### src/rtl/standalone_defs.vh
// Constants for the standalone programming sequencer
// Assumes a 10 MHz mclk; all times converted to cycles here
`ifndef STANDALONE_DEFS_VH
`define STANDALONE_DEFS_VH
`define CLK_HZ          10000000
`define BLINK_ON_MS     100
`define BLINK_OFF_MS    200
`define GROUP_GAP_MS    800
`define RAPID_MS        50
`define BLINK_ON_CYC    ((`CLK_HZ / 1000) * `BLINK_ON_MS)
`define BLINK_OFF_CYC   ((`CLK_HZ / 1000) * `BLINK_OFF_MS)
`define GROUP_GAP_CYC   ((`CLK_HZ / 1000) * `GROUP_GAP_MS)
`define RAPID_CYC       ((`CLK_HZ / 1000) * `RAPID_MS)
`define ERR_NONE        3'h0
`define ERR_SUPPLY      3'h1
`define ERR_IDENT       3'h2
`define ERR_VERIFY      3'h3
`define ERR_INTERNAL    3'h4
`define LED_OFF         2'h0
`define LED_GREEN       2'h1
`define LED_RED         2'h2
`define LED_ORANGE      2'h3
`endif

### src/rtl/button_edge.v
// Button press detector: one-cycle pulse on the rising edge of a level
// Assumes the button input is already debounced and synchronous to mclk
module button_edge
(
    // Clock and reset
    input  wire mclk,
    input  wire sys_rst,
    // Button
    input  wire level,
    output wire press
);
    reg level_q;

    always @(posedge mclk or posedge sys_rst)
    begin
        if (sys_rst)
            level_q <= 1'b0;
        else
            level_q <= level;
    end

    assign press = level & ~level_q;
endmodule

### src/rtl/blink_gen.v
// Blink pattern generator: groups of n blinks, repeated after a gap, or a single group of n blinks
// Assumes start is a one-cycle pulse; counts come from the parent
module blink_gen
#(
    parameter ON_CYC  = 1000000,
    parameter OFF_CYC = 2000000,
    parameter GAP_CYC = 8000000
)
(
    // Clock and reset
    input  wire       mclk,
    input  wire       sys_rst,
    // Control
    input  wire       start,
    input  wire       stop,
    input  wire [2:0] count,
    input  wire       repeat_en,
    // Output
    output reg        lit,
    output wire       busy
);
    reg [23:0] tmr_q;
    reg [2:0]  done_q;
    reg        run_q;

    assign busy = run_q;

    always @(posedge mclk or posedge sys_rst)
    begin
        if (sys_rst)
        begin
            tmr_q  <= 24'h0;
            done_q <= 3'h0;
            run_q  <= 1'b0;
            lit    <= 1'b0;
        end
        else if (start)
        begin
            // Start wins: it arrives while the parent is still leaving the old state
            run_q  <= 1'b1;
            lit    <= 1'b1;
            done_q <= 3'h0;
            tmr_q  <= ON_CYC[23:0] - 24'h1;
        end
        else if (stop)
        begin
            run_q <= 1'b0;
            lit   <= 1'b0;
        end
        else if (run_q)
        begin
            if (tmr_q != 24'h0)
                tmr_q <= tmr_q - 24'h1;
            else if (lit)
            begin
                lit    <= 1'b0;
                done_q <= done_q + 3'h1;
                if (done_q + 3'h1 >= count)
                begin
                    if (repeat_en)
                        tmr_q <= GAP_CYC[23:0] - 24'h1;
                    else
                        run_q <= 1'b0;
                end
                else
                    tmr_q <= OFF_CYC[23:0] - 24'h1;
            end
            else
            begin
                if (done_q >= count)
                    done_q <= 3'h0;
                lit   <= 1'b1;
                tmr_q <= ON_CYC[23:0] - 24'h1;
            end
        end
    end
endmodule

### src/rtl/standalone_programmer_sequencer.v
// Standalone programming sequencer: button-started programming with LED feedback
// Assumes the programming engine, image store and host link are outside;
// inputs are synchronous to mclk and the button is debounced
`include "standalone_defs.vh"
module standalone_programmer_sequencer
#(
    parameter BLINK_ON_CYC  = `BLINK_ON_CYC,
    parameter BLINK_OFF_CYC = `BLINK_OFF_CYC,
    parameter GROUP_GAP_CYC = `GROUP_GAP_CYC,
    parameter RAPID_CYC     = `RAPID_CYC
)
(
    // Clock and reset
    input  wire       mclk,
    input  wire       sys_rst,
    // Image store and host
    input  wire       image_stored,
    input  wire       host_connected,
    input  wire       host_keep,
    input  wire       host_erase,
    output reg        image_erase,
    // User
    input  wire       push_button,
    // Target setup
    input  wire       baseline_part,
    input  wire       family_16bit,
    // Programming engine
    output reg        prog_start,
    output reg        use_executive,
    output reg        debug_enable,
    input  wire       prog_done,
    input  wire       supply_fail,
    input  wire       id_checked,
    input  wire       id_match,
    input  wire       verify_fail,
    input  wire       internal_fault,
    // Indicators
    output reg        standalone_programming_mode,
    output reg        activity_led,
    output reg  [1:0] status_led,
    output reg  [2:0] error_code
);

    localparam [4:0] S_IDLE  = 5'h01;
    localparam [4:0] S_READY = 5'h02;
    localparam [4:0] S_PROG  = 5'h04;
    localparam [4:0] S_ERROR = 5'h08;
    localparam [4:0] S_HOST  = 5'h10;

    reg  [4:0]  state_q;
    reg  [4:0]  state_d;
    reg  [2:0]  err_d;
    reg  [23:0] rapid_q;
    reg         rapid_lit_q;
    wire        press;
    wire        act_lit;
    wire        err_lit;
    reg         act_start;
    reg         err_start;
    reg  [2:0]  err_count;
    reg         prog_seen_q;

    button_edge u_button
    (
        .mclk    (mclk),
        .sys_rst (sys_rst),
        .level   (push_button),
        .press   (press)
    );

    // Single activity blink on ready entry and on success
    blink_gen #(
        .ON_CYC  (BLINK_ON_CYC),
        .OFF_CYC (BLINK_OFF_CYC),
        .GAP_CYC (GROUP_GAP_CYC)
    ) u_act
    (
        .mclk      (mclk),
        .sys_rst   (sys_rst),
        .start     (act_start),
        .stop      (state_q != S_READY),
        .count     (3'h1),
        .repeat_en (1'b0),
        .lit       (act_lit),
        .busy      ()
    );

    // Grouped red blinks for error codes
    blink_gen #(
        .ON_CYC  (BLINK_ON_CYC),
        .OFF_CYC (BLINK_OFF_CYC),
        .GAP_CYC (GROUP_GAP_CYC)
    ) u_err
    (
        .mclk      (mclk),
        .sys_rst   (sys_rst),
        .start     (err_start),
        .stop      (state_q != S_ERROR),
        .count     (err_count),
        .repeat_en (1'b1),
        .lit       (err_lit),
        .busy      ()
    );

    always @*
    begin
        if (error_code == `ERR_IDENT)
            err_count = 3'h2;
        else if (error_code == `ERR_VERIFY)
            err_count = 3'h3;
        else
            err_count = 3'h4;
    end

    // Result classification, internal fault first, then supply
    always @*
    begin
        err_d = `ERR_NONE;
        if (internal_fault)
            err_d = `ERR_INTERNAL;
        else if (supply_fail)
            err_d = `ERR_SUPPLY;
        else if (id_checked && !id_match && !baseline_part)
            err_d = `ERR_IDENT;
        else if (prog_done && verify_fail)
            err_d = `ERR_VERIFY;
    end

    always @*
    begin
        state_d = state_q;
        case (state_q)
            S_IDLE:
                if (host_connected)
                    state_d = S_HOST;
                else if (image_stored)
                    state_d = S_READY;
            S_READY:
                if (host_connected)
                    state_d = S_HOST;
                else if (press)
                    state_d = S_PROG;
            S_PROG:
                if (err_d != `ERR_NONE)
                    state_d = S_ERROR;
                else if (prog_done)
                    state_d = S_READY;
            S_ERROR:
                if (host_connected)
                    state_d = S_HOST;
                else if (press)
                    state_d = S_PROG;
            S_HOST:
                if (host_erase)
                    state_d = S_IDLE;
                else if (host_keep && !host_connected)
                    state_d = S_READY;
            default:
                state_d = S_IDLE;
        endcase
    end

    always @*
    begin
        act_start = (state_d == S_READY) && (state_q != S_READY);
        err_start = (state_d == S_ERROR) && (state_q != S_ERROR);
    end

    always @(posedge mclk or posedge sys_rst)
    begin
        if (sys_rst)
        begin
            state_q     <= S_IDLE;
            error_code  <= `ERR_NONE;
            prog_start  <= 1'b0;
            image_erase <= 1'b0;
            rapid_q     <= 24'h0;
            rapid_lit_q <= 1'b0;
        end
        else
        begin
            state_q     <= state_d;
            prog_start  <= (state_q != S_PROG) && (state_d == S_PROG);
            image_erase <= (state_q == S_HOST) && host_erase;
            if (state_d == S_ERROR && state_q == S_PROG)
                error_code <= err_d;
            else if (state_d == S_PROG)
                error_code <= `ERR_NONE;
            if (rapid_q == 24'h0)
            begin
                rapid_q     <= RAPID_CYC[23:0] - 24'h1;
                rapid_lit_q <= ~rapid_lit_q;
            end
            else
                rapid_q <= rapid_q - 24'h1;
        end
    end

    // Presses in S_PROG have no transition, so they are dropped

    always @(posedge mclk or posedge sys_rst)
    begin
        if (sys_rst)
        begin
            standalone_programming_mode <= 1'b0;
            debug_enable                <= 1'b0;
            use_executive               <= 1'b0;
            activity_led                <= 1'b0;
            status_led                  <= `LED_OFF;
        end
        else
        begin
            standalone_programming_mode <= (state_q != S_IDLE) && (state_q != S_HOST);
            debug_enable                <= (state_q == S_HOST);
            use_executive               <= (state_q == S_HOST) && family_16bit;
            activity_led                <= (state_q == S_READY) && act_lit;
            if (state_q == S_PROG)
                status_led <= `LED_ORANGE;
            else if (state_q == S_ERROR)
            begin
                if (error_code == `ERR_SUPPLY)
                    status_led <= rapid_lit_q ? `LED_RED : `LED_OFF;
                else
                    status_led <= err_lit ? `LED_RED : `LED_OFF;
            end
            else if (state_q == S_READY && error_code == `ERR_NONE && prog_seen_q)
                status_led <= `LED_GREEN;
            else
                status_led <= `LED_OFF;
        end
    end

    always @(posedge mclk or posedge sys_rst)
    begin
        if (sys_rst)
            prog_seen_q <= 1'b0;
        else if (state_q == S_PROG && state_d == S_READY)
            prog_seen_q <= 1'b1;
        else if (state_q != S_READY && state_q != S_PROG)
            prog_seen_q <= 1'b0;
    end
endmodule

### config.mk
export PLATFORM = sky130hd
export DESIGN_NAME = standalone_programmer_sequencer
export DESIGN_NICKNAME = d
export VERILOG_FILES = /design/src/rtl/button_edge.v /design/src/rtl/blink_gen.v /design/src/rtl/standalone_programmer_sequencer.v
export VERILOG_INCLUDE_DIRS = /design/src /design/src/rtl
export SDC_FILE = /design/constraint.sdc
export NUM_CORES = 1
export LEC_CHECK = 0
export BUFFER_PORTS_ARGS = -buffer_cell sky130_fd_sc_hd__buf_2
export CAP_MARGIN = 40
export CORE_ASPECT_RATIO = 1.25
export CORE_MARGIN = 5
export CORE_UTILIZATION = 62
export DETAILED_ROUTE_END_ITERATION = 16
export PLACE_DENSITY = 0.79
export SLEW_MARGIN = 10
export SYNTH_ARGS = -nofsm -noshare
export SYNTH_HDL_FRONTEND = slang
export SYNTH_HIERARCHICAL = 1
export SYNTH_SLANG_ARGS = --single-unit
### constraint.sdc
create_clock -name mclk -period 3.95 [get_ports mclk]
set_clock_uncertainty 0.1 [all_clocks]
set_input_delay 0.1975 -clock mclk [delete_from_list [all_inputs] [get_ports mclk]]
set_output_delay 0.1975 -clock mclk [all_outputs]
set_load 0.01 [all_outputs]
* Yosys cells after proc, flatten, opt, wreduce, memory -nomap -nowiden
Index checks and enable logic that the tools add are counted.
Word-level totals: register bits 101, latch bits 0, memory bits (writable) 0, memory bits (read-only) 0, bits of input ports 15, output and inout bits 11, logic and storage cells 164, memories kept 0
Cells by class: $add $sub $neg 5, multipliers 0, div/mod/pow operators 0, order comparisons 4, equality and inequality tests 23, shift operators 0, multiplexer cells 69, bitwise logic cells 3, reduce and logical (&&, ||, !) cells 39
Operators with widths (number):
- 24-bit two-way mux | 11
- 24-bit by 1-bit subtractor with 24-bit output (second input constant) | 3
- 3-bit two-way mux | 17
- 24-bit nonzero test | 2
- 23-bit two-way mux | 2
- 5-bit two-way mux | 8
- 24-bit logical NOT | 1
- 1-bit two-way mux | 22
- 5-bit case mux with 4 select lines | 1
- 1-bit logical AND | 16
- 2-bit two-way mux | 8
- 3-bit nonzero test | 5
- 5-bit by 2-bit equality test with 1-bit output (second input constant) | 2
- 5-bit by 3-bit equality test with 1-bit output (second input constant) | 2
- 5-bit by 4-bit equality test with 1-bit output (second input constant) | 2
- 2-bit != test (second input constant) | 4
- 4-bit AND reduction | 2
- 2-bit nonzero test | 4
- 3-bit by 1-bit adder with 3-bit output (second input constant) | 2
- 3-bit by 2-bit equality test with 1-bit output (second input constant) | 2
- 3-bit by 1-bit greater-or-equal comparator with 1-bit output (second input constant) | 2
- 3-bit greater-or-equal comparator | 2
- 3-bit by 2-bit != test with 1-bit output (second input constant) | 2
- 2-bit AND reduction | 3
- 15 further kinds | 18

* Longest topological paths before layout
Gate-level depths: netlist (run 1).
depth in word-level cells 13, depth in mapped cells 13, mapped depth without buffers 12

* Cells and area by module
The synthesis (run 1) kept the hierarchy.
Modules (own cells, without submodules):
- blink_gen | times used 2, cells an instance 232, area each 1968.1 µm², seq. area each 725.7 µm²
- standalone_programmer_sequencer | times used 1, cells an instance 207, area each 2064.5 µm², seq. area each 1052.3 µm²
- button_edge | times used 1, cells an instance 3, area each 42.5 µm², seq. area each 25.0 µm²

* Least setup slack after synthesis (run 1)
Ideal clock, no wire load.
path type reg-to-reg, start register state_q[0], end register u_act.tmr_q[19], arrival time 2.508 ns, data required time 3.727 ns, slack 1.219 ns, cell stages (with the launch flop) 10, buffers on the path 2, cells stage by stage dfstp_2 > clkbuf_1 > nor4bb_1 > a32oi_1 > o21bai_1 > clkbuf_1 > nor2_1 > a2111oi_0 > xnor2_1 > nand2_1
On the way: longest elaborated chain between the ends 7, elaborated cells between the ends (all ways) 23, those cells by class 9 x eq/ne; 10 x mux; 4 x reduce/logical
RTL lines:
- start: declaration | line standalone_programmer_sequencer.v:50 | reg [4:0] state_q;
- start signal: assignment | line standalone_programmer_sequencer.v:182 | state_q <= state_d;
- 5-bit by 2-bit equality test with 1-bit output, or another cell as far along | line standalone_programmer_sequencer.v:132 | case (state_q)
- 2-bit OR reduction (no source line), or another cell as far along
- 5-bit case mux with 4 select lines | line standalone_programmer_sequencer.v:132
- 5-bit by 2-bit equality test with 1-bit output | line standalone_programmer_sequencer.v:165 | act_start = (state_d == S_READY) && (state_q != S_READY);
- 1-bit logical AND * | line standalone_programmer_sequencer.v:165
- named net act_start | line standalone_programmer_sequencer.v:58 | reg act_start;
- 4-bit != test (no source line), or another cell as far along
- 3-bit AND reduction (no source line)
- end signal: assignment | line blink_gen.v:61 | tmr_q <= GAP_CYC[23:0] - 24'h1;
- end signal: assignment | line blink_gen.v:66 | tmr_q <= OFF_CYC[23:0] - 24'h1;
- end signal: assignment | line blink_gen.v:73 | tmr_q <= ON_CYC[23:0] - 24'h1;
- end: declaration | line blink_gen.v:22 | reg [23:0] tmr_q;
Mark *: on every way through the listed nets, which the timed path passes. The rest lies on a longest branch. A chain may end at the register's enable or synchronous reset.

* Worst setup path after layout (run 1)
start register u_act.tmr_q[13], end register u_act.tmr_q[17]
On the way: longest elaborated chain between the ends 5, elaborated cells between the ends (all ways) 8, those cells by class 1 x add/sub; 1 x eq/ne; 4 x mux; 2 x reduce/logical
RTL lines:
- start signal: assignment | line blink_gen.v:43 | tmr_q <= ON_CYC[23:0] - 24'h1;
- start signal: assignment | line blink_gen.v:53 | tmr_q <= tmr_q - 24'h1;
- start signal: assignment | line blink_gen.v:61
- 24-bit by 1-bit subtractor with 24-bit output or 24-bit nonzero test (tied branches) | line blink_gen.v:53, blink_gen.v:52
- 24-bit two-way mux | line blink_gen.v:52 | if (tmr_q != 24'h0)
- 24-bit two-way mux | line blink_gen.v:50 | else if (run_q)
- 24-bit two-way mux | line blink_gen.v:45 | else if (stop)
- 24-bit two-way mux | line blink_gen.v:37 | else if (start)
Parallel ways exist; a longest one is shown, timed or not. The select of a mux whose other input is x is not followed.

==> results of run 1 <==
-- power by group --
part / internal, mW / total (mW) / switching (mW)
clock network: 0.514 / 0.886 / 0.373
logic: 0.146 / 0.367 / 0.221
registers: 1.09 / 1.16 / 0.0711
-- logic make-up after synthesis --
kind of cell,share of synthesized area [%]
other cells,0.1243
mux,2.132
fa+ha+maj,3.934
compound gates,17.56
flops,41.84
buf+inv,4.058
simple gates,26.58
xor+xnor,3.768
-- metrics by stage --
stage               setup WS [ns]  power (mW)  hold WS [ns]  utilization [%]  cell area [um2]
global placement            1.059       1.519      -0.01855            65.89             6299
floorplan                   1.219       1.427       -0.1738                -             6081
finish                     0.9206       2.415       0.02738            70.04             6695
CTS                        0.9596       2.430       0.01848            70.04             6695
detailed placement         0.9774       1.536      -0.01703            66.47             6354
global route               0.7349       2.546       0.03983            70.04             6695
-- registers in the layout, summed over array words and instances (netlist names) --
| register | cells |
|---|---|
| rapid_lit_q | 1 |
| standalone_programming_mode | 1 |
| rapid_q | 24 |
| u_act/lit | 1 |
| error_code | 3 |
| u_act/tmr_q | 24 |
| prog_seen_q | 1 |
| status_led | 2 |
| u_err/tmr_q | 24 |
| u_act/busy | 1 |
| image_erase | 1 |
| u_err/busy | 1 |
| state_q | 5 |
| u_button/level_q | 1 |
| prog_start | 1 |
| u_err/lit | 1 |
| u_act/done_q | 3 |
| u_err/done_q | 3 |
| activity_led | 1 |
| use_executive | 1 |
| debug_enable | 1 |
-- timing repair --
| item | 4_1_cts | 5_1_grt |
|---|---|---|
| endpoints found under the hold margin | 40 | 0 |
| gates resized for setup | 0 | 0 |
| hold buffers | 4 | 0 |
-- routing by layer --
layer,wire length [um],vias to the layer above
li1,-,2476
met1,5613,2534
met2,7299,126
met3,410,41
met4,424,0
met5,0,-
-- area by class of cell --
| class | count | area, um2 | area share, % |
|---|---|---|---|
| clock inverter | 4 | 55.05 | 0.8223 |
| sequential | 101 | 2529 | 37.77 |
| clock buffer | 12 | 246.5 | 3.682 |
| timing repair buffer | 34 | 242.7 | 3.625 |
| inverter | 42 | 157.7 | 2.355 |
| tap | 126 | 157.7 | 2.355 |
| multi-input combinational | 524 | 3307 | 49.39 |
-- critical path: cells and delay by family (launching register included) --
family	cells	cell delay, ns
simple gates	4	1.70
buf+inv	1	0.14
compound gates	3	0.54
flops	1	0.44
-- worst min-delay path by stage --
stage	start	end	slack, ns
after floorplan	sys_rst	u_button/level_q	-0.17
after global placement	sys_rst	u_button/level_q	-0.02
after detailed placement	sys_rst	u_button/level_q	-0.02
after CTS	internal_fault	error_code[2]	0.02
after global routing	internal_fault	error_code[2]	0.04
final	internal_fault	error_code[2]	0.03
-- layout by cell type, fill, tap and decap left out, types with 9 or more instances in the layout --
cell type  instances
xor2_1             9
nor2_1            71
and3_1            10
xnor2_1           17
clkbuf_16          9
o21ai_1           18
a21oi_1           41
nand2b_1          19
nor3_1            29
o21ai_0           15
nand2_1           58
dfrtp_1          100
nand3_1           29
ha_1              19
a21o_1            14
buf_2             25
inv_1             40
conb_1            12
==> metrics.yaml, run 1 <==
status:
  status: "completed"
floorplan:
  io_pins: 26
  initial_utilization_pct: 63.22
  core_area_mm2: 0.009559
  fp.dieH_um: 120.4
  dieArea_mm2: 0.01183
  die-width_um: 98.31
  rows: 40
sta:
  fin_crit_ns: 3.029
  tightestPinTransition_ns: 0.6947
  max_freq_mhz: 330.1
  grt_setup_unrepaired: "false"
  slew_violations: 0
  final_hold_viol_count: 0
  timing.setup.tns_ns: 0
  setup_viol: 0
  fin_crit_sh_pct: 76.69
  relSlewSlack_pct: 53.33
grt:
  busiest_layer: "met2"
  overflow: 0
  grt_max_degree: 28
  use_met1_pct: 29.05
  grt_use_met3_pct: 2.770
  grtUsageTotal_pct: 24.27
  grt_pass1_vias: 5234
  grt_antenna_before_repair: 0
  grt_pass1_wl_um: 23970
  grtUsageMet2_pct: 43.44
clocking:
  cts_tree: "yes"
  clkTransAtPathRegs_ns: 0.07
  clock_sinks: 101
  htree_num_levels: 3
  root_buffer: "clkbuf_16"
  clockBufferDepth: 2
  post-cts-setup-buffers: 0
  clk-insertion-delay-late_ns: 0.34
  cts_buffers: 9
synth:
  async_flop_share_pct: 100.0
  post-synth-top-area-cell: "dfrtp_1"
  synth_ff_type: "dfrtp_1"
  synth_commonest_cells: "dfrtp_1 (100), nor2_1 (71), nand2_1 (58)"
  synth-seq-cells: 101
  ys_seq_area_share_pct: 41.84
  synth_edf_count: 0
  synth.area.top_cells: "dfrtp_1 (41%), nor2_1 (4.4%), ha_1 (3.9%)"
  yosysMostFrequentCell: "dfrtp_1"
  syn-cell-area_mm2: 0.006043
  synth_top_area_share_pct: 41.41
  ys_warn_count: 6
  syn_area_per_cell_um2: 8.966
  synthCells: 674
  synthDistinctLibCells: 73
routing:
  drc: 0
  detail-route-antenna-nets: 0
  wire_per_inst_um: 16.31
  dr_total_vias: 5177
  routed_wl_um: 13750
  drt_iter0_markers: 294
  avgViaCountPerCell: 6.141
  drtPass1Iterations: 5
placed_design:
  dp_cells: 823
  gp_routability_congestion: 0.9310
  hpwl_um: 10140
  portBuffers: 25
power_and_ir_drop:
  p_leak_nw: 3.066
  max-vdd-ir-drop_uv: 280.3
  power.density_mw_per_mm2: 360.7
critical_path:
  reg2reg_from: "u_act/tmr_q[13]"
  cp_slowest_cell: "and4bb_1"
  ff2ff_path_depth: 8
  rr_endpoint: "u_act/tmr_q[17]"
  regToRegSetupSlack_ns: 0.92
  critical_path_class: "reg -> reg"
  cp-endpoint: "u_act/tmr_q[17]"
  cp.required_ns: 4.07
  slowest_delay_ns: 0.57
  end_kind: "flip-flop"
  crit_start: "u_act/tmr_q[13]"
  path_cells: "or3_4, nor4_2, and4bb_1, a21oi_2, nor2_4, inv_2, a21o_1, a21bo_1"
  cp-start-kind: "flip-flop"
  path_max_fanout: 16
  cp.arrival_ns: 3.15
flow_run:
  drv_cap: 0
final_layout:
  layout.cells.non_filler: 843
  diodes: 0
  drive_gt1_share_pct: 11.44
  final_nets: 746
  nFillCells: 730
  area_growth_pct: 10.79
min_path:
  hp-class: "in -> reg"
  hold_depth: 3
No activity file was read; power rests on OpenSTA's default activity.
==> run 2, diff against run 1 <==
Settings changed: CORE_UTILIZATION 62 to 56, PLACE_DENSITY 0.79 to 0.75.
Clock period 3.95 ns to 2.46 ns, I/O delays scaled along.
==> run 2 against run 1 <==
  * Worst hold slack better by 0.033 ns
  * Largest cell class unchanged
  * First-iteration DRC count up 0.68%
  * Critical endpoint is now u_act/tmr_q[19]
  * Routed wire length up 8.6%
  * Global-route usage down 0.82 points
==> metrics.yaml, run 2 (synthesized netlist as in run 1, its figures left out) <==
status:
  status: "completed"
power_and_ir_drop:
  fin_total_pwr_mw: 4.200  # +74%
  p_leak_nw: 3.400  # +11%
  combinationalPowerShare_pct: 18.1  # +2.9 points
  swShare_pct: 27.53  # about the same
  power.switching_mw: 1.156  # +74%
  max-vdd-ir-drop_uv: 484.8  # +73%
  clkPwrFrac_pct: 37.7  # +1.0 points
  seqPwrFrac_pct: 44.2  # -3.9 points
  intPower_mw: 3.044  # +74%
  power.density_mw_per_mm2: 572.7  # +59%
sta:
  timing.setup.tns_ns: 0  # unchanged
  setup_viol: 0  # unchanged
  fin_crit_ns: 2.419  # -0.6099 ns
  tightestPinTransition_ns: 0.7071  # +0.01235 ns
  max_freq_mhz: 413.3  # +25%
  grt_setup_unrepaired: "true"
  final_hold_viol_count: 0  # unchanged
  relSlewSlack_pct: 52.43  # -0.90 points
  slew_violations: 0  # unchanged
  fin_crit_sh_pct: 98.35  # +22 points
clocking:
  htree_num_levels: 3  # unchanged
  cts_buffers: 9  # unchanged
  clkTransAtPathRegs_ns: 0.07  # about the same
  clk-insertion-delay-late_ns: 0.35  # about the same
  cts_tree: "yes"
  root_buffer: "clkbuf_16"
  clockBufferDepth: 2  # unchanged
  clock_sinks: 101  # unchanged
routing:
  drc: 0  # unchanged
  drtPass1Iterations: 7  # +2
  routed_wl_um: 14930  # +8.6%
  drt_iter0_markers: 296  # +0.68%
  wire_per_inst_um: 16.35  # +0.26%
  avgViaCountPerCell: 5.977  # -2.7%
  detail-route-antenna-nets: 0  # unchanged
  dr_total_vias: 5457  # +5.4%
critical_path:
  path_max_fanout: 3  # -13
  rr_endpoint: "u_act/tmr_q[19]"
  ff2ff_path_depth: 10  # +2
  cp-start-kind: "flip-flop"
  critical_path_class: "reg -> reg"
  regToRegSetupSlack_ns: 0.04  # -0.88 ns
  end_kind: "flip-flop"
  cp.required_ns: 2.58  # -1.49 ns
  reg2reg_from: "u_act/done_q[1]"
  cp.arrival_ns: 2.54  # -0.61 ns
final_layout:
  final_common_cell: "dfrtp_1"
  final_nets: 810  # +8.6%
  top_regs: "rapid_q (24), u_act/tmr_q (24), u_err/tmr_q (24)"
  post-route-util_pct: 69.44  # -0.60 points
  layout.cells.non_filler: 913  # +8.3%
  diodes: 0  # unchanged
  nFillCells: 779  # +6.7%
  fin_area_mm2: 0.007335  # +9.5%
  area_growth_pct: 21.37
  drive_gt1_share_pct: 21.64  # +10 points
  mostFrequentLayoutCells: "dfrtp_1 (100), nor2_1 (69), buf_4 (65), nand2_1 (56), a21oi_1 (40)"
grt:
  grt_antenna_before_repair: 0  # unchanged
  grt_pass1_vias: 5343  # +2.1%
  grt_pass1_wl_um: 24800  # +3.5%
  grtUsageTotal_pct: 23.46  # -0.82 points
  grt_max_degree: 30  # +7.1%
  overflow: 0  # unchanged
floorplan:
  initial_utilization_pct: 57.21  # -6.0 points
  fp.dieH_um: 126.1  # +4.8%
  rows: 42  # +5.0%
  die-width_um: 102.9  # +4.7%
  dieArea_mm2: 0.01298  # +9.7%
  io_pins: 26  # unchanged
  core_area_mm2: 0.01056  # +10%
placed_design:
  gp_routability_congestion: 0.9313  # about the same
  hpwl_um: 10860  # +7.1%
  place_area_mm2: 0.006761  # +6.4%
  portBuffers: 25  # unchanged
  dp_cells: 883  # +7.3%
min_path:
  whs_endpoint: "state_q[0]"
  hp-class: "in -> reg"
  min-delay-start: "image_stored"
  hold_depth: 4  # +1
flow_run:
  drv_cap: 0  # unchanged
[run 2: cell types whose count changed in the layout (fill, tap and decap cells not counted), sizes merged]
cell / previous run / this run
clkbuf: 12 / 11
clkinv: 0 / 3
inv: 44 / 42
dlygate4sd3: 4 / 6
bufinv: 1 / 2
buf: 30 / 91
[run 2: final cells by class]
cell class | count | area, um2 | share of cell area, %
timing repair buffer | 97 | 684.4 | 9.331
sequential | 101 | 2529 | 34.48
multi-input combinational | 524 | 3453 | 47.08
clock inverter | 5 | 81.33 | 1.109
inverter | 42 | 162.7 | 2.218
tap | 132 | 165.2 | 2.252
clock buffer | 11 | 252.7 | 3.446
timing repair inverter | 1 | 6.256 | 0.08530
[run 2: metal layers]
metal,GRT usage [%],up-vias,share of wire (%)
li1,-,2604,-
met5,0,-,0
met2,40.39,191,53
met1,28.93,2618,40
met3,2.710,44,4.6
met4,10.59,0,2.8
[run 2: power groups by stage]
stage               clock network [mW]  registers (mW)  logic, mW
detailed placement                   0            1.88      0.692
global route                      1.68            1.87      0.839
global placement                     0            1.88      0.672
floorplan                            0            1.85      0.460
finish                            1.59            1.86      0.760
CTS                               1.61            1.85      0.709
[run 2: worst max path at each step]
stage                     slack [ns]              end       startpoint  depth (start not counted)
final                           0.04  u_act/tmr_q[19]  u_act/done_q[1]                         10
after global routing           -0.08  u_act/tmr_q[19]  u_act/done_q[1]                         10
after CTS                      0.006  u_act/tmr_q[23]  u_act/done_q[1]                         10
after detailed placement       -0.06  u_act/tmr_q[17]  u_act/done_q[1]                         11
after global placement          0.04  u_act/tmr_q[17]  u_act/done_q[1]                         11
after floorplan                -0.03  u_act/tmr_q[19]       state_q[2]                         11
[run 2: through the flow]
step	setup WS, ns	hold WS, ns
global route	-0.08266	0.07203
detailed placement	-0.06203	-0.09578
finish	0.04051	0.06085
floorplan	-0.03068	-0.2483
CTS	0.006156	0.03901
global placement	0.03753	-0.09748
[run 2: worst max-delay path: stages (launching register included)]
cell and delay, ns:
dfrtp_1 0.40, ha_2 0.20, xor2_1 0.18, ha_1 0.27
a21o_1 0.21, a31oi_4 0.17, buf_6 0.14, nor3_4 0.04
a2111oi_4 0.36, xnor2_1 0.16, nand2_1 0.07
[run 2: repair_timing]
action	4_1_cts	5_1_grt
cloned	0	1
endpoints found under the setup margin	12	27
endpoints found under the hold margin	67	0
buffers inserted	0	7
gates resized for setup	4	24
pin swaps	1	11
hold buffers	6	0
==> run 3, diff against run 2 <==
Settings changed: CORE_ASPECT_RATIO 1.25 to default.
==> run 3 against run 2 <==
  * Cell count rose by 1.5%
  * Via count fell by 0.81%
  * Total power fell by 8.1%
  * Routed wire length fell by 1.2%
  * Largest power group unchanged
==> metrics.yaml, run 3 (synthesized netlist as in run 1, its figures left out) <==
sta:
  slew_violations: 0  # unchanged
  fin_crit_sh_pct: 99.19  # +0.84 points
  max_freq_mhz: 409.8  # -0.84%
  final_hold_viol_count: 0  # unchanged
  fin_crit_ns: 2.440  # +0.02054 ns
  tightestPinTransition_ns: 0.6115  # -0.09557 ns
  setup_viol: 0  # unchanged
  relSlewSlack_pct: 58.86  # +6.4 points
  grt_setup_unrepaired: "true"
power_and_ir_drop:
  power.density_mw_per_mm2: 526.1  # -8.1%
  fin_total_pwr_mw: 3.862  # -8.1%
  max-vdd-ir-drop_uv: 496.0  # +2.3%
  p_leak_nw: 3.389  # -0.33%
critical_path:
  regToRegSetupSlack_ns: 0.02  # -0.02 ns
  path_max_fanout: 7  # +4
  cp.required_ns: 2.66  # +0.08 ns
  end_kind: "flip-flop"
  cp-endpoint: "u_act/tmr_q[17]"
  critical_path_class: "reg -> reg"
  rr_endpoint: "u_act/tmr_q[17]"
  reg2reg_from: "u_act/done_q[1]"
  cp-start-kind: "flip-flop"
  cp.arrival_ns: 2.64  # +0.10 ns
  ff2ff_path_depth: 11  # +1
  crit_start: "u_act/done_q[1]"
routing:
  wl_met1_um: 6396  # +7.1%
  avgViaCountPerCell: 5.839  # -2.3%
  wire_per_inst_um: 15.92  # -2.7%
  dr_total_vias: 5413  # -0.81%
  drc: 0  # unchanged
  drt_iter0_markers: 551  # +86%
  route.met3.wl_um: 667  # -3.3%
  drtPass1Iterations: 5  # -2
  routed_wl_um: 14760  # -1.2%
  maxUsedRoutingLayer: "met4"
  met2WireLength_um: 7298  # -7.0%
  detail-route-antenna-nets: 0  # unchanged
flow_run:
  drv_cap: 0  # unchanged
final_layout:
  layout.cells.non_filler: 927  # +1.5%
  drive_gt1_share_pct: 22.62  # +0.98 points
  final_nets: 816  # +0.74%
  mostFrequentLayoutCells: "dfrtp_1 (100), nor2_1 (67), buf_4 (67), nand2_1 (56), inv_1 (40)"
  diodes: 0  # unchanged
  nFillCells: 798  # +2.4%
  area_growth_pct: 21.45  # about the same
  final_common_cell: "dfrtp_1"
  top_regs: "rapid_q (24), u_act/tmr_q (24), u_err/tmr_q (24)"
clocking:
  clk-insertion-delay-late_ns: 0.41  # +0.06 ns
  cts_tree: "yes"
  cts_buffers: 9  # unchanged
  root_buffer: "clkbuf_8"
  clkTransAtPathRegs_ns: 0.12  # +0.05 ns
  clock_sinks: 101  # unchanged
  htree_num_levels: 3  # unchanged
  clockBufferDepth: 2  # unchanged
grt:
  grt_pass1_wl_um: 24800  # unchanged
  grt_antenna_before_repair: 0  # unchanged
  grt_pass1_vias: 5332  # -0.21%
  overflow: 0  # unchanged
  grtUsageTotal_pct: 23.43  # -0.029 points
  grt_max_degree: 30  # unchanged
floorplan:
  io_pins: 26  # unchanged
  dieArea_mm2: 0.01297  # -0.10%
  rows: 38  # -9.5%
  core_area_mm2: 0.01070  # +1.3%
  initial_utilization_pct: 56.49  # -0.72 points
  die-width_um: 113.9  # +11%
  fp.dieH_um: 113.9  # -9.7%
placed_design:
  hpwl_um: 10710  # -1.4%
  dp_cells: 895  # +1.4%
  portBuffers: 25  # unchanged
  gp_routability_congestion: 0.9228  # -0.91%
min_path:
  hp-class: "in -> async"
status:
  status: "completed"
run 3: changes by cell type in the layout (fill, tap and decap cells not counted), sizes merged, moves of 2 or more:
cell,change
buf,+4
dlygate4sd3,+2
clkbuf,-2
inv,+3
run 3: stage by stage:
stage / utilization, % / area (um2) / setup TNS [ns] / setup slack [ns] / hold WS, ns
6_report: 68.61 / 7340 / 0 / 0.01996 / 0.01573
3_5_place_dp: 63.70 / 6814 / -0.008922 / -0.007497 / -0.08962
4_1_cts: 66.64 / 7129 / 0 / 0.0008458 / 0.01174
3_3_place_gp: 63.70 / 6814 / 0 / 0.02949 / -0.09186
2_1_floorplan: - / 6126 / -0.03068 / -0.03068 / -0.2483
5_1_grt: 68.61 / 7340 / -0.8225 / -0.08093 / 0.003384
run 3: layout make-up:
class / count / area, um2 / area share [%]
inverters: 42 / 162.7 / 2.216
clock inverters: 7 / 100.1 / 1.364
well taps: 140 / 175.2 / 2.387
flip-flops and latches: 101 / 2529 / 34.45
repair inverters: 1 / 6.256 / 0.08524
repair buffers: 103 / 750.7 / 10.23
clock buffers: 9 / 123.9 / 1.688
multi-input cells: 524 / 3492 / 47.58
run 3: worst min-delay path by stage:
stage               startpoint               end  slack (ns)  cells past startpoint
detailed placement     sys_rst  u_button/level_q       -0.09                      2
CTS                    sys_rst  u_button/level_q        0.01                      3
floorplan              sys_rst  u_button/level_q       -0.25                      1
finish                 sys_rst  u_button/level_q        0.02                      3
global placement       sys_rst  u_button/level_q       -0.09                      2
global route           sys_rst  u_button/level_q       0.003                      3
run 3: layer usage:
layer,vias up,global-route usage (%)
met5,-,0
met4,0,8.393
met3,48,5.942
met2,195,39.77
met1,2556,29.01
li1,2614,-
run 3: worst max-delay path: stages, from the launching register on:
cell and delay, ns:
dfrtp_1 0.44, ha_4 0.19, xor2_1 0.15, ha_1 0.26
a21o_1 0.19, a31oi_4 0.22, nor2_2 0.09, a21oi_2 0.24
nor2_4 0.10, clkinv_4 0.09, nand3_1 0.07, a21bo_1 0.20
run 3: power breakdown:
part	internal (mW)	switching, mW	total (mW)	leakage, nW
Clock	0.503	0.660	1.16	0.112
Combinational	0.396	0.447	0.843	2.04
Sequential	1.75	0.105	1.86	1.23
Total	2.65	1.21	3.86	3.39
run 3: timing repair:
action	4_1_cts	5_1_grt
setup buffers	0	7
pin swaps	1	15
resized for setup	4	32
hold buffers	8	0
setup endpoints to repair	9	34
cloned	0	1
endpoints found under the hold margin	78	0
